$ cat src/tw_pkg.sv
// constants, state type and register map of the two-wire master transmitter
package tw_pkg;

	localparam int ADDR_W = 8;
	localparam int DATA_W = 32;
	localparam int BYTE_W = 8;

	// register byte offsets
	localparam logic [ADDR_W-1:0] OFF_CONTROL = 8'h00;
	localparam logic [ADDR_W-1:0] OFF_STATUS = 8'h04;
	localparam logic [ADDR_W-1:0] OFF_DATA = 8'h08;
	localparam logic [ADDR_W-1:0] OFF_MODE = 8'h0C;

	// bus_control field positions
	localparam int CTL_FLAG = 7;
	localparam int CTL_ACKEN = 6;
	localparam int CTL_START = 5;
	localparam int CTL_STOP = 4;
	localparam int CTL_WCOL = 3;
	localparam int CTL_EN = 2;
	localparam int CTL_RSVD = 1;
	localparam int CTL_IRQEN = 0;
	localparam logic [BYTE_W-1:0] CTL_RESET = 8'h00;

	// bus_status layout: code in the upper five bits, prescaler bits below
	localparam int STS_PRESC_W = 2;
	localparam logic [BYTE_W-1:0] STS_CODE_MASK = 8'hF8;
	localparam logic [BYTE_W-1:0] SC_IDLE = 8'hF8;
	localparam logic [BYTE_W-1:0] SC_START = 8'h08;
	localparam logic [BYTE_W-1:0] SC_RSTART = 8'h10;
	localparam logic [BYTE_W-1:0] SC_ADDR_ACK = 8'h18;
	localparam logic [BYTE_W-1:0] SC_ADDR_NACK = 8'h20;
	localparam logic [BYTE_W-1:0] SC_DATA_ACK = 8'h28;
	localparam logic [BYTE_W-1:0] SC_DATA_NACK = 8'h30;
	localparam logic [BYTE_W-1:0] SC_ARB_LOST = 8'h38;

	// operating modes, shown in the mode register
	localparam logic [1:0] MODE_IDLE = 2'h0;
	localparam logic [1:0] MODE_MT = 2'h1;
	localparam logic [1:0] MODE_MR = 2'h2;

	// line levels of the direction and acknowledge bits
	localparam logic DIR_READ = 1'b1;
	localparam logic ACK_LEVEL = 1'b0;

	// serial clock timing
	localparam int SCL_HALF_NS = 5000;
	localparam int CLK_NS = 4;
	localparam int SCL_HALF_CYCLES = (SCL_HALF_NS + CLK_NS - 1) / CLK_NS;

	typedef enum logic [9:0] {
		ST_IDLE = 10'b00_0000_0001,
		ST_WAIT_FREE = 10'b00_0000_0010,
		ST_START = 10'b00_0000_0100,
		ST_LOW = 10'b00_0000_1000,
		ST_HIGH = 10'b00_0001_0000,
		ST_HOLD = 10'b00_0010_0000,
		ST_STOP_LOW = 10'b00_0100_0000,
		ST_STOP_HIGH = 10'b00_1000_0000,
		ST_RS_LOW = 10'b01_0000_0000,
		ST_RS_HIGH = 10'b10_0000_0000
	} tw_state_t;

endpackage

$ cat src/tw_sync.sv
// three-flop input synchroniser, output follows once the last two flops agree
`timescale 1ns/100ps
module tw_sync #(
	parameter int W = 2
) (
	input wire logic pclk,
	input wire logic presetn,
	input wire logic [W-1:0] async_in,
	output logic [W-1:0] sync_out
);
	genvar i;
	generate
		for (i = 0; i < W; i++) begin : g_bit
			logic meta_reg;
			logic mid_reg;
			logic last_reg;
			logic out_reg;
			logic out_next;
			always_comb begin
				out_next = out_reg;
				if (mid_reg == last_reg) begin
					out_next = last_reg;
				end
			end
			always_ff @(posedge pclk or negedge presetn) begin
				if (!presetn) begin
					meta_reg <= 1'b1;
					mid_reg <= 1'b1;
					last_reg <= 1'b1;
					out_reg <= 1'b1;
				end else begin
					meta_reg <= async_in[i];
					mid_reg <= meta_reg;
					last_reg <= mid_reg;
					out_reg <= out_next;
				end
			end
			assign sync_out[i] = out_reg;
		end
	endgenerate
endmodule

$ cat src/tw_tick.sv
// half-period timer: pulses done after LIMIT cycles of run, restarts when run drops
`timescale 1ns/100ps
module tw_tick #(
	parameter int unsigned LIMIT = 1250
) (
	input wire logic pclk,
	input wire logic presetn,
	input wire logic run,
	output logic done
);
	localparam int W = $clog2(LIMIT + 1);
	localparam logic [W-1:0] LAST = W'(LIMIT - 1);
	logic [W-1:0] cnt_reg;
	logic [W-1:0] cnt_next;

	always_comb begin
		cnt_next = cnt_reg;
		done = 1'b0;
		if (!run) begin
			cnt_next = '0;
		end else if (cnt_reg == LAST) begin
			cnt_next = '0;
			done = 1'b1;
		end else begin
			cnt_next = cnt_reg + 1'b1;
		end
	end

	always_ff @(posedge pclk or negedge presetn) begin
		if (!presetn) begin
			cnt_reg <= '0;
		end else begin
			cnt_reg <= cnt_next;
		end
	end
endmodule

$ cat src/tw_master.sv
// two-wire master transmitter with APB register access
//
// Decided for this implementation: the register offsets and the APB slave port.
`timescale 1ns/100ps
module tw_master #(
	parameter int unsigned HALF_CYCLES = tw_pkg::SCL_HALF_CYCLES
) (
	input wire logic pclk,
	input wire logic presetn,
	input wire logic psel,
	input wire logic penable,
	input wire logic pwrite,
	input wire logic [tw_pkg::ADDR_W-1:0] paddr,
	input wire logic [tw_pkg::DATA_W-1:0] pwdata,
	output logic [tw_pkg::DATA_W-1:0] prdata,
	output logic pready,
	output logic pslverr,
	input wire logic scl_in,
	output logic scl_out,
	output logic scl_oe,
	input wire logic sda_in,
	output logic sda_out,
	output logic sda_oe
);
	import tw_pkg::*;

	tw_state_t state_reg;
	tw_state_t state_next;
	logic [BYTE_W-1:0] ctl_reg;
	logic [BYTE_W-1:0] ctl_next;
	logic [BYTE_W-1:0] status_reg;
	logic [BYTE_W-1:0] status_next;
	logic [STS_PRESC_W-1:0] presc_reg;
	logic [STS_PRESC_W-1:0] presc_next;
	logic [BYTE_W-1:0] data_reg;
	logic [BYTE_W-1:0] data_next;
	logic [BYTE_W-1:0] shift_reg;
	logic [BYTE_W-1:0] shift_next;
	logic [3:0] bit_cnt_reg;
	logic [3:0] bit_cnt_next;
	logic [1:0] mode_reg;
	logic [1:0] mode_next;
	logic [DATA_W-1:0] prdata_reg;
	logic [DATA_W-1:0] prdata_next;
	logic scl_low_reg;
	logic scl_low_next;
	logic sda_low_reg;
	logic sda_low_next;
	logic busy_reg;
	logic busy_next;
	logic sda_prev_reg;
	logic rep_reg;
	logic rep_next;
	logic addr_phase_reg;
	logic addr_phase_next;
	logic lost_reg;
	logic lost_next;

	logic [1:0] line_s;
	logic scl_s;
	logic sda_s;
	logic timer_run;
	logic timer_done;
	logic wr_access;
	logic rd_setup;
	logic mapped;
	logic hw_set;
	logic [BYTE_W-1:0] hw_code;
	logic acked;
	localparam logic [3:0] ACK_SLOT = 4'(BYTE_W);

	tw_sync #(
		.W(2)
	) u_sync (
		.pclk(pclk),
		.presetn(presetn),
		.async_in({scl_in, sda_in}),
		.sync_out(line_s)
	);

	assign scl_s = line_s[1];
	assign sda_s = line_s[0];

	// the timer is held in reset while a released clock is still stretched low
	assign timer_run = ((state_reg == ST_START) || (state_reg == ST_LOW) ||
		(state_reg == ST_STOP_LOW) || (state_reg == ST_RS_LOW) ||
		(((state_reg == ST_HIGH) || (state_reg == ST_STOP_HIGH) ||
		(state_reg == ST_RS_HIGH)) && scl_s));

	tw_tick #(
		.LIMIT(HALF_CYCLES)
	) u_tick (
		.pclk(pclk),
		.presetn(presetn),
		.run(timer_run),
		.done(timer_done)
	);

	assign wr_access = psel && penable && pwrite;
	assign rd_setup = psel && !penable && !pwrite;
	assign mapped = (paddr == OFF_CONTROL) || (paddr == OFF_STATUS) ||
		(paddr == OFF_DATA) || (paddr == OFF_MODE);
	assign pready = 1'b1;
	assign pslverr = psel && penable && !mapped;
	assign prdata = prdata_reg;

	// open-drain lines: only ever pull low
	assign scl_out = 1'b0;
	assign sda_out = 1'b0;
	assign scl_oe = scl_low_reg;
	assign sda_oe = sda_low_reg;

	assign acked = (sda_s == ACK_LEVEL);

	always_comb begin
		state_next = state_reg;
		ctl_next = ctl_reg;
		status_next = status_reg;
		presc_next = presc_reg;
		data_next = data_reg;
		shift_next = shift_reg;
		bit_cnt_next = bit_cnt_reg;
		mode_next = mode_reg;
		prdata_next = prdata_reg;
		scl_low_next = scl_low_reg;
		sda_low_next = sda_low_reg;
		busy_next = busy_reg;
		rep_next = rep_reg;
		addr_phase_next = addr_phase_reg;
		lost_next = lost_reg;
		hw_set = 1'b0;
		hw_code = status_reg;

		// bus busy between a START and a STOP seen on the lines
		if (scl_s && sda_prev_reg && !sda_s) begin
			busy_next = 1'b1;
		end else if (scl_s && !sda_prev_reg && sda_s) begin
			busy_next = 1'b0;
		end

		if (rd_setup) begin
			case (paddr)
				OFF_CONTROL: prdata_next = {24'h00_0000, ctl_reg};
				OFF_STATUS: prdata_next = {24'h00_0000, status_reg & STS_CODE_MASK} |
					{30'h0000_0000, presc_reg};
				OFF_DATA: prdata_next = {24'h00_0000, data_reg};
				OFF_MODE: prdata_next = {30'h0000_0000, mode_reg};
				default: prdata_next = '0;
			endcase
		end

		if (wr_access) begin
			case (paddr)
				OFF_CONTROL: begin
					ctl_next[CTL_ACKEN] = pwdata[CTL_ACKEN];
					ctl_next[CTL_START] = pwdata[CTL_START];
					ctl_next[CTL_STOP] = pwdata[CTL_STOP];
					ctl_next[CTL_EN] = pwdata[CTL_EN];
					ctl_next[CTL_IRQEN] = pwdata[CTL_IRQEN];
					if (pwdata[CTL_FLAG]) begin
						ctl_next[CTL_FLAG] = 1'b0;
					end
				end
				OFF_STATUS: presc_next = pwdata[STS_PRESC_W-1:0];
				OFF_DATA: begin
					if (ctl_reg[CTL_FLAG]) begin
						data_next = pwdata[BYTE_W-1:0];
						ctl_next[CTL_WCOL] = 1'b0;
					end else begin
						ctl_next[CTL_WCOL] = 1'b1;
					end
				end
				default: begin
				end
			endcase
		end

		case (state_reg)
			ST_IDLE: begin
				scl_low_next = 1'b0;
				sda_low_next = 1'b0;
				if (ctl_reg[CTL_START] && !ctl_reg[CTL_FLAG]) begin
					state_next = ST_WAIT_FREE;
				end
			end
			ST_WAIT_FREE: begin
				if (!busy_reg) begin
					state_next = ST_START;
					rep_next = 1'b0;
					mode_next = MODE_IDLE;
				end
			end
			ST_START: begin
				sda_low_next = 1'b1;
				if (timer_done) begin
					hw_set = 1'b1;
					hw_code = rep_reg ? SC_RSTART : SC_START;
					addr_phase_next = 1'b1;
					scl_low_next = 1'b1;
					state_next = ST_HOLD;
				end
			end
			ST_HOLD: begin
				if (!ctl_reg[CTL_FLAG]) begin
					if (lost_reg) begin
						lost_next = 1'b0;
						scl_low_next = 1'b0;
						sda_low_next = 1'b0;
						state_next = ctl_reg[CTL_START] ? ST_WAIT_FREE : ST_IDLE;
					end else if (ctl_reg[CTL_STOP]) begin
						state_next = ST_STOP_LOW;
					end else if (ctl_reg[CTL_START]) begin
						state_next = ST_RS_LOW;
					end else begin
						shift_next = data_reg;
						bit_cnt_next = '0;
						state_next = ST_LOW;
						if (addr_phase_reg) begin
							// either direction is accepted after any START
							mode_next = (data_reg[0] == DIR_READ) ? MODE_MR : MODE_MT;
						end
					end
				end
			end
			ST_LOW: begin
				scl_low_next = 1'b1;
				// data bits first, then release for the acknowledge slot
				sda_low_next = (bit_cnt_reg < ACK_SLOT) ? !shift_reg[BYTE_W-1] : 1'b0;
				if (timer_done) begin
					scl_low_next = 1'b0;
					state_next = ST_HIGH;
				end
			end
			ST_HIGH: begin
				if (scl_s && (bit_cnt_reg < ACK_SLOT) && !sda_low_reg && !sda_s) begin
					hw_set = 1'b1;
					hw_code = SC_ARB_LOST;
					lost_next = 1'b1;
					sda_low_next = 1'b0;
					scl_low_next = 1'b0;
					mode_next = MODE_IDLE;
					state_next = ST_HOLD;
				end else if (timer_done) begin
					scl_low_next = 1'b1;
					if (bit_cnt_reg == ACK_SLOT) begin
						hw_set = 1'b1;
						if (addr_phase_reg) begin
							hw_code = acked ? SC_ADDR_ACK : SC_ADDR_NACK;
						end else begin
							hw_code = acked ? SC_DATA_ACK : SC_DATA_NACK;
						end
						addr_phase_next = 1'b0;
						state_next = ST_HOLD;
					end else begin
						shift_next = {shift_reg[BYTE_W-2:0], 1'b0};
						bit_cnt_next = bit_cnt_reg + 4'h1;
						state_next = ST_LOW;
					end
				end
			end
			ST_STOP_LOW: begin
				scl_low_next = 1'b1;
				sda_low_next = 1'b1;
				if (timer_done) begin
					scl_low_next = 1'b0;
					state_next = ST_STOP_HIGH;
				end
			end
			ST_STOP_HIGH: begin
				if (timer_done) begin
					sda_low_next = 1'b0;
					ctl_next[CTL_STOP] = 1'b0;
					mode_next = MODE_IDLE;
					// a start request still set restarts from idle once the bus frees
					state_next = ST_IDLE;
				end
			end
			ST_RS_LOW: begin
				scl_low_next = 1'b1;
				sda_low_next = 1'b0;
				if (timer_done) begin
					scl_low_next = 1'b0;
					state_next = ST_RS_HIGH;
				end
			end
			ST_RS_HIGH: begin
				if (timer_done) begin
					rep_next = 1'b1;
					state_next = ST_START;
				end
			end
			default: begin
				state_next = ST_IDLE;
			end
		endcase

		// a hardware set wins over a software clear in the same cycle
		if (hw_set) begin
			ctl_next[CTL_FLAG] = 1'b1;
			status_next = hw_code;
		end

		if (!ctl_reg[CTL_EN]) begin
			state_next = ST_IDLE;
			scl_low_next = 1'b0;
			sda_low_next = 1'b0;
			mode_next = MODE_IDLE;
			lost_next = 1'b0;
		end
		ctl_next[CTL_RSVD] = 1'b0;
	end

	always_ff @(posedge pclk or negedge presetn) begin
		if (!presetn) begin
			state_reg <= ST_IDLE;
			ctl_reg <= CTL_RESET;
			status_reg <= SC_IDLE;
			presc_reg <= '0;
			data_reg <= '0;
			shift_reg <= '0;
			bit_cnt_reg <= '0;
			mode_reg <= MODE_IDLE;
			prdata_reg <= '0;
			scl_low_reg <= 1'b0;
			sda_low_reg <= 1'b0;
			busy_reg <= 1'b0;
			sda_prev_reg <= 1'b1;
			rep_reg <= 1'b0;
			addr_phase_reg <= 1'b0;
			lost_reg <= 1'b0;
		end else begin
			state_reg <= state_next;
			ctl_reg <= ctl_next;
			status_reg <= status_next;
			presc_reg <= presc_next;
			data_reg <= data_next;
			shift_reg <= shift_next;
			bit_cnt_reg <= bit_cnt_next;
			mode_reg <= mode_next;
			prdata_reg <= prdata_next;
			scl_low_reg <= scl_low_next;
			sda_low_reg <= sda_low_next;
			busy_reg <= busy_next;
			sda_prev_reg <= sda_s;
			rep_reg <= rep_next;
			addr_phase_reg <= addr_phase_next;
			lost_reg <= lost_next;
		end
	end
endmodule

$ cat config.mk
export PLATFORM = sky130hd
export DESIGN_NAME = tw_master
export DESIGN_NICKNAME = d
export VERILOG_FILES = /design/src/tw_pkg.sv /design/src/tw_sync.sv /design/src/tw_tick.sv /design/src/tw_master.sv
export SDC_FILE = /design/constraint.sdc
export NUM_CORES = 1
export LEC_CHECK = 0
export ABC_CLOCK_PERIOD_IN_PS = 3800
export BUFFER_PORTS_ARGS = -buffer_cell sky130_fd_sc_hd__buf_2
export CAP_MARGIN = 25
export CORE_UTILIZATION = 40
export CTS_BUF_LIST = sky130_fd_sc_hd__clkbuf_8
export DETAILED_ROUTE_END_ITERATION = 8
export GPL_ROUTABILITY_DRIVEN = 0
export PLACE_DENSITY = 0.65
export RECOVER_POWER = 50
export SLEW_MARGIN = 25
export SYNTH_ARGS = -nofsm -noshare
export SYNTH_HDL_FRONTEND = slang
export SYNTH_HIERARCHICAL = 1
export SYNTH_SLANG_ARGS = --single-unit
export TNS_END_PERCENT = 10
$ cat constraint.sdc
create_clock -name pclk -period 3.8 [get_ports pclk]
set_clock_uncertainty 0.1 [all_clocks]
set_input_delay 0.76 -clock pclk [delete_from_list [all_inputs] [get_ports pclk]]
set_output_delay 0.76 -clock pclk [all_outputs]
set_load 0.005 [all_outputs]
Yosys cells after proc, flatten, opt, wreduce, memory -nomap -nowiden
Cells that the tools add are included.
Word-level totals
  register bits: 107
  input bits: 47
  output and inout port bits: 38
  logic and storage cells: 236
Cells by class
  add/sub/neg operators: 2
  order comparisons: 1
  eq/ne operators: 50
  muxes and demuxes: 98
  bitwise gates (word level): 1
  reduce and logical (&&, ||, !) cells: 56
Operators by type and width (number)
  $mux W10: 12
  $pmux W10 S10: 1
  $mux W8: 11
  $ne A3 B3 Y1 const B: 14
  $mux W1: 33
  $mux W4: 8
  $pmux W8 S2: 2
  $pmux W8 S4: 1
  $mux W9: 3
  $mux W6: 4
  $mux W11: 2
  $mux W2: 11
  $ne A2 B2 Y1 const B: 10
  $eq A8 B4 Y1 const B: 2
  $reduce_and A3 Y1: 5
  $reduce_and A5 Y1: 3
  $logic_and A1 B1 Y1: 14
  $reduce_bool A2 Y1: 7
  $add A11 B1 Y11 const B: 1
  $eq A11 B11 Y1 const B: 1
  $eq A10 B1 Y1 const B: 1
  $eq A10 B10 Y1 const B: 1
  $eq A10 B2 Y1 const B: 1
  $eq A10 B3 Y1 const B: 1
  34 further kinds: 59

Longest topological paths before layout
  depth after elaboration: 11
  depth in mapped cells: 13
  gate-level depth less buffers: 12

Cells and area by module
The synthesis kept the hierarchy.
By module, submodules not included
  tw_master: times used 1, cells an instance 379, area an instance 3513.4 sq um, sequential area each 1508.9 sq um
  tw_tick: times used 1, cells an instance 57, area an instance 591.8 sq um, sequential area each 275.3 sq um
  tw_sync: times used 1, cells an instance 12, area an instance 247.7 sq um, sequential area each 210.2 sq um

Worst setup path before layout
OpenSTA, ideal clock, no wires.
  kind: register to register
  start point: register state_reg[4]
  end point: register state_reg[4]
  setup time: 0.077 ns
  arrival: 2.911 ns
  data required time: 3.623 ns
  setup slack: 0.711 ns
  stages on the path, launching flop included: 13
  buffers on the path: 1
  period minus slack after synthesis: 3.089 ns
  path through: dfrtp_1 > buf_2 > nor4_2 > and3_1 > and3b_1 > nand2_1 > and3_1 > inv_1 > nand2_1 > o22ai_1 > or2_4 > or4_1 > a21oi_1
Between the ends
  longest elaborated chain between the ends: 8
  elaborated cells between the ends (all ways): 31
  those cells by class: 20 x eq/ne; 3 x mux; 8 x reduce/logical
Ends and longest elaborated chain
  start: declaration: line tw_master.sv:27  | tw_state_t state_reg;
  start signal: assignment: line tw_master.sv:332  | state_reg <= state_next;
  $eq A10 B3 Y1, or another cell as far along: line tw_master.sv:85  | assign timer_run = ((state_reg == ST_START) || (state_reg == ST_LOW) ||
  $logic_or A1 B1 Y1 (on tied branches) (2 in series): line tw_master.sv:85, tw_master.sv:87
  $logic_or A1 B1 Y1 or $logic_and A1 B1 Y1 (tied branches): line tw_master.sv:86, tw_master.sv:88
  $logic_or A1 B1 Y1 (*): line tw_master.sv:86  | (state_reg == ST_STOP_LOW) || (state_reg == ST_RS_LOW) ||
  net timer_run: line tw_master.sv:62  | logic timer_run;
  $mux W1 (*): line tw_tick.sv:19  | if (!run) begin
  net timer_done: line tw_master.sv:63  | logic timer_done;
  $ne A4 B3 Y1 (no source line) or $ne A3 B3 Y1 (tied branches)
  $reduce_and A10 Y1 (no source line) (*)
The timed path passes the listed nets; every way through them passes the cells marked *.
A chain may end at the register's enable or synchronous reset.

Worst setup path after layout
  start point: register state_reg[5]
  end point: register state_reg[4]
The elaborated chain is that of the path after synthesis.

==> results.sh <==
export IMPL_wirelength_um=9348
export IMPL_synthTopCellsByArea="dfrtp_1 37%, dfstp_2 8.5%, buf_4 5.0%, mux2_2 4.4%, nand2_1 4.1%"
export IMPL_fp_row_count=37
export IMPL_maxSlewViolCount=80
export IMPL_antenna_found_initial=0
export IMPL_cp_end_kind="flop"
export IMPL_yosysUniqueCellTypes=63
export IMPL_clk_pin_slew_ns=0.09
export IMPL_final_cells=615
export IMPL_hold_buffers=0
export IMPL_cp_slowest_cell="dfrtp_1"
export IMPL_syn_inst=448
export IMPL_first_iter_violations=357
export IMPL_place_inst=599
export IMPL_worst_pin_slew_ns=1.942
export IMPL_vias_per_cell=5.525
export IMPL_syn_area_sq_um=4353
export IMPL_rr_startpoint="state_reg[5]"
export IMPL_cts_setup_buffers=0
export IMPL_leakage_nw=2.041
export IMPL_nets=526
export IMPL_ant_nets=0
export IMPL_die_h_um=106.3
export IMPL_ys_seq_elements=79
export IMPL_use_met1=0.2284
export IMPL_cp_arrival_ns=3.59
export IMPL_post_cts_resized=0
export IMPL_wl_per_cell_um=15.20
export IMPL_dieArea_sq_um=11300
export IMPL_largest_register_ffs=11
export IMPL_place_hpwl_um=6714
export IMPL_die_x_um=106.3
export IMPL_place_area_sq_um=4513
export IMPL_power_density_nw_per_um2=533.0
export IMPL_yosys_warnings=6
export IMPL_synth_edf_count=0
export IMPL_fin_crit_ns=3.399
export IMPL_cp_startpoint="state_reg[5]"
export IMPL_cts_root_buf="clkbuf_8"
export IMPL_max_stage_delay_ns=0.48
export IMPL_crit_end="state_reg[4]"
export IMPL_maxCapViolations=1
export IMPL_netlist_area_leader_share=0.3737
export IMPL_num_io_pins=85
export IMPL_syn_to_final_growth_pct=8.364
export IMPL_p_total_w=0.002514
export IMPL_drc_errors=0
export IMPL_worst_skew_pair_late_latency_ns=0.37
export IMPL_vias=3398
export IMPL_status="finished with violations"
export IMPL_cts_tree="yes"
export IMPL_reg2reg_depth=12
export IMPL_grt_pass1_vias=3149
export IMPL_drive_gt1_frac=0.2088
export IMPL_grt_max_degree=80
export IMPL_relSlewSlack=-0.2944
export IMPL_crit_top_cell="nand2_1"
export IMPL_num_antenna_cells=0
export IMPL_ff2ff_setup_slack_ns=0.40
export IMPL_start_util=0.4179
export IMPL_violations="max-capacitance violations, max-slew violations"
export IMPL_reg2reg_to="state_reg[4]"
export IMPL_min_period_over_period=0.8945
export IMPL_timing_hold_ws_ns=0.2596
export IMPL_setup_viol=0
export IMPL_cts_path_max_buffers=2
export IMPL_ys_seq_area_frac=0.4582
export IMPL_htree_levels=3
export IMPL_grt_pass1_wl_um=15550
export IMPL_path_cells="nor4_2 > buf_4 > nand4b_1 > and3b_1 > nand2_1 > and3_1 > inv_1 > nand2_1 > o22ai_1 > or2_4 > or4_1 > a21oi_1"
export IMPL_synthArstFlopShare=1.000
export IMPL_cts_sinks=79
export IMPL_grt_setup_unrepaired="false"
export IMPL_synth_top_cell_by_area="dfrtp_1"
export IMPL_crit_fanout=8
export IMPL_final_cell_area_sq_um=4717
export IMPL_cp_required_ns=3.99
export IMPL_hold_viol=0
export IMPL_worst_ir_drop_vdd_uv=270.7
export IMPL_use_met2=0.2690
export IMPL_path_class="flop to flop"
export IMPL_yosys_most_used_dff="dfrtp_1"
export IMPL_start_kind="flop"
export IMPL_dr_pass1_iters=5
export IMPL_min_path_type="flop to flop"
export IMPL_fmax_ghz=0.2942
export IMPL_cts_buffers=9
export IMPL_numPortBuffers=33
export IMPL_coreArea_sq_um=10420
export IMPL_busiest_layer="met2"
export IMPL_grt_overflow=0
export IMPL_avgSynthCellArea_sq_um=9.716
export IMPL_grt_use_total=0.1745
export IMPL_grt_use_met3=0.03617
export IMPL_fin_setup_tns_ns=0
worst max-delay path: cells and delay by family, from the launching register on:
| kind | cells | cell delay [ns] |
|---|---|---|
| DFF | 1 | 0.48 |
| buffers and inverters | 2 | 0.32 |
| and+or+nand+nor | 8 | 2.15 |
| AOI/OAI and AO/OA | 2 | 0.28 |
worst min path at each step:
stage / startpoint / to / slack, ns / cells after the start
after detailed placement: u_sync/g_bit[0].meta_reg / u_sync/g_bit[0].mid_reg / 0.25 / 0
after global placement: u_sync/g_bit[1].meta_reg / u_sync/g_bit[1].mid_reg / 0.25 / 0
after global routing: u_sync/g_bit[0].meta_reg / u_sync/g_bit[0].mid_reg / 0.27 / 0
after floorplan: u_sync/g_bit[0].meta_reg / u_sync/g_bit[0].mid_reg / 0.25 / 0
final: u_sync/g_bit[0].meta_reg / u_sync/g_bit[0].mid_reg / 0.26 / 0
after CTS: u_sync/g_bit[0].meta_reg / u_sync/g_bit[0].mid_reg / 0.26 / 0
synthesized netlist by cell type, drive strengths merged (3+ instances only):
cell / instances
a21o: 4
a21oi: 33
a31oi: 11
and2: 3
and3: 9
buf: 39
clkbuf: 10
dfrtp: 65
dfstp: 14
ha: 5
inv: 12
mux2: 17
mux2i: 10
nand2: 47
nand3: 19
nand4: 6
nand4b: 3
nor2: 32
nor2b: 4
nor3: 9
nor4: 5
nor4b: 5
o21a: 3
o21ai: 35
o221a: 3
o31ai: 3
o41ai: 3
or3: 3
or4: 5
or4b: 3
xnor2: 5
logic make-up after synthesis:
group           share of synthesized area
compound gates                     0.1515
xor+xnor                          0.01408
fa+ha+maj                         0.01955
buf+inv                           0.08307
flops                              0.4582
mux                               0.07215
other cells                      0.001725
simple gates                       0.1998
layout make-up:
cell class,count,area (sq um)
flip-flops and latches,79,1994
inverters,12,45.04
clock inverters,7,83.83
well taps,136,170.2
multi-input cells,333,2090
fillers,982,5699
clock buffers,9,123.9
repair buffers,39,210.2
routing by layer:
metal / part of all wire / vias up
met3: 0.056 / 32
met5: 0 / -
met2: 0.46 / 140
met4: 0.033 / 0
li1: - / 1605
met1: 0.45 / 1621
stage by stage:
step	utilization	worst slack (ns)
after floorplan	-	0.7111
final	0.4529	0.4008
after detailed placement	0.4333	0.4780
after CTS	0.4532	0.4412
after global routing	0.4529	0.2662
after global placement	0.4333	0.5387
report_power, final:
| part | leakage [nW] | total (W) | switching, W | internal (W) |
|---|---|---|---|---|
| clock | 0.103 | 0.000664 | 0.000347 | 0.000316 |
| combinational | 0.913 | 0.000766 | 0.000444 | 0.000322 |
| sequential | 1.02 | 0.00108 | 0.000125 | 0.000959 |
cell usage in the layout, fill, tap and decap left out, types with 6 or more instances in the layout:
master	n
dfrtp_1	65
nand2_1	47
o21ai_0	34
a21oi_1	32
buf_2	32
nor2_1	31
conb_1	27
nand3_1	19
mux2_2	17
inv_1	12
dfstp_2	11
mux2i_1	10
a31oi_1	10
nor3_1	9
clkbuf_8	9
and3_1	8
nand4_1	6
buf_4	6
(Power assumes the default switching activity.)
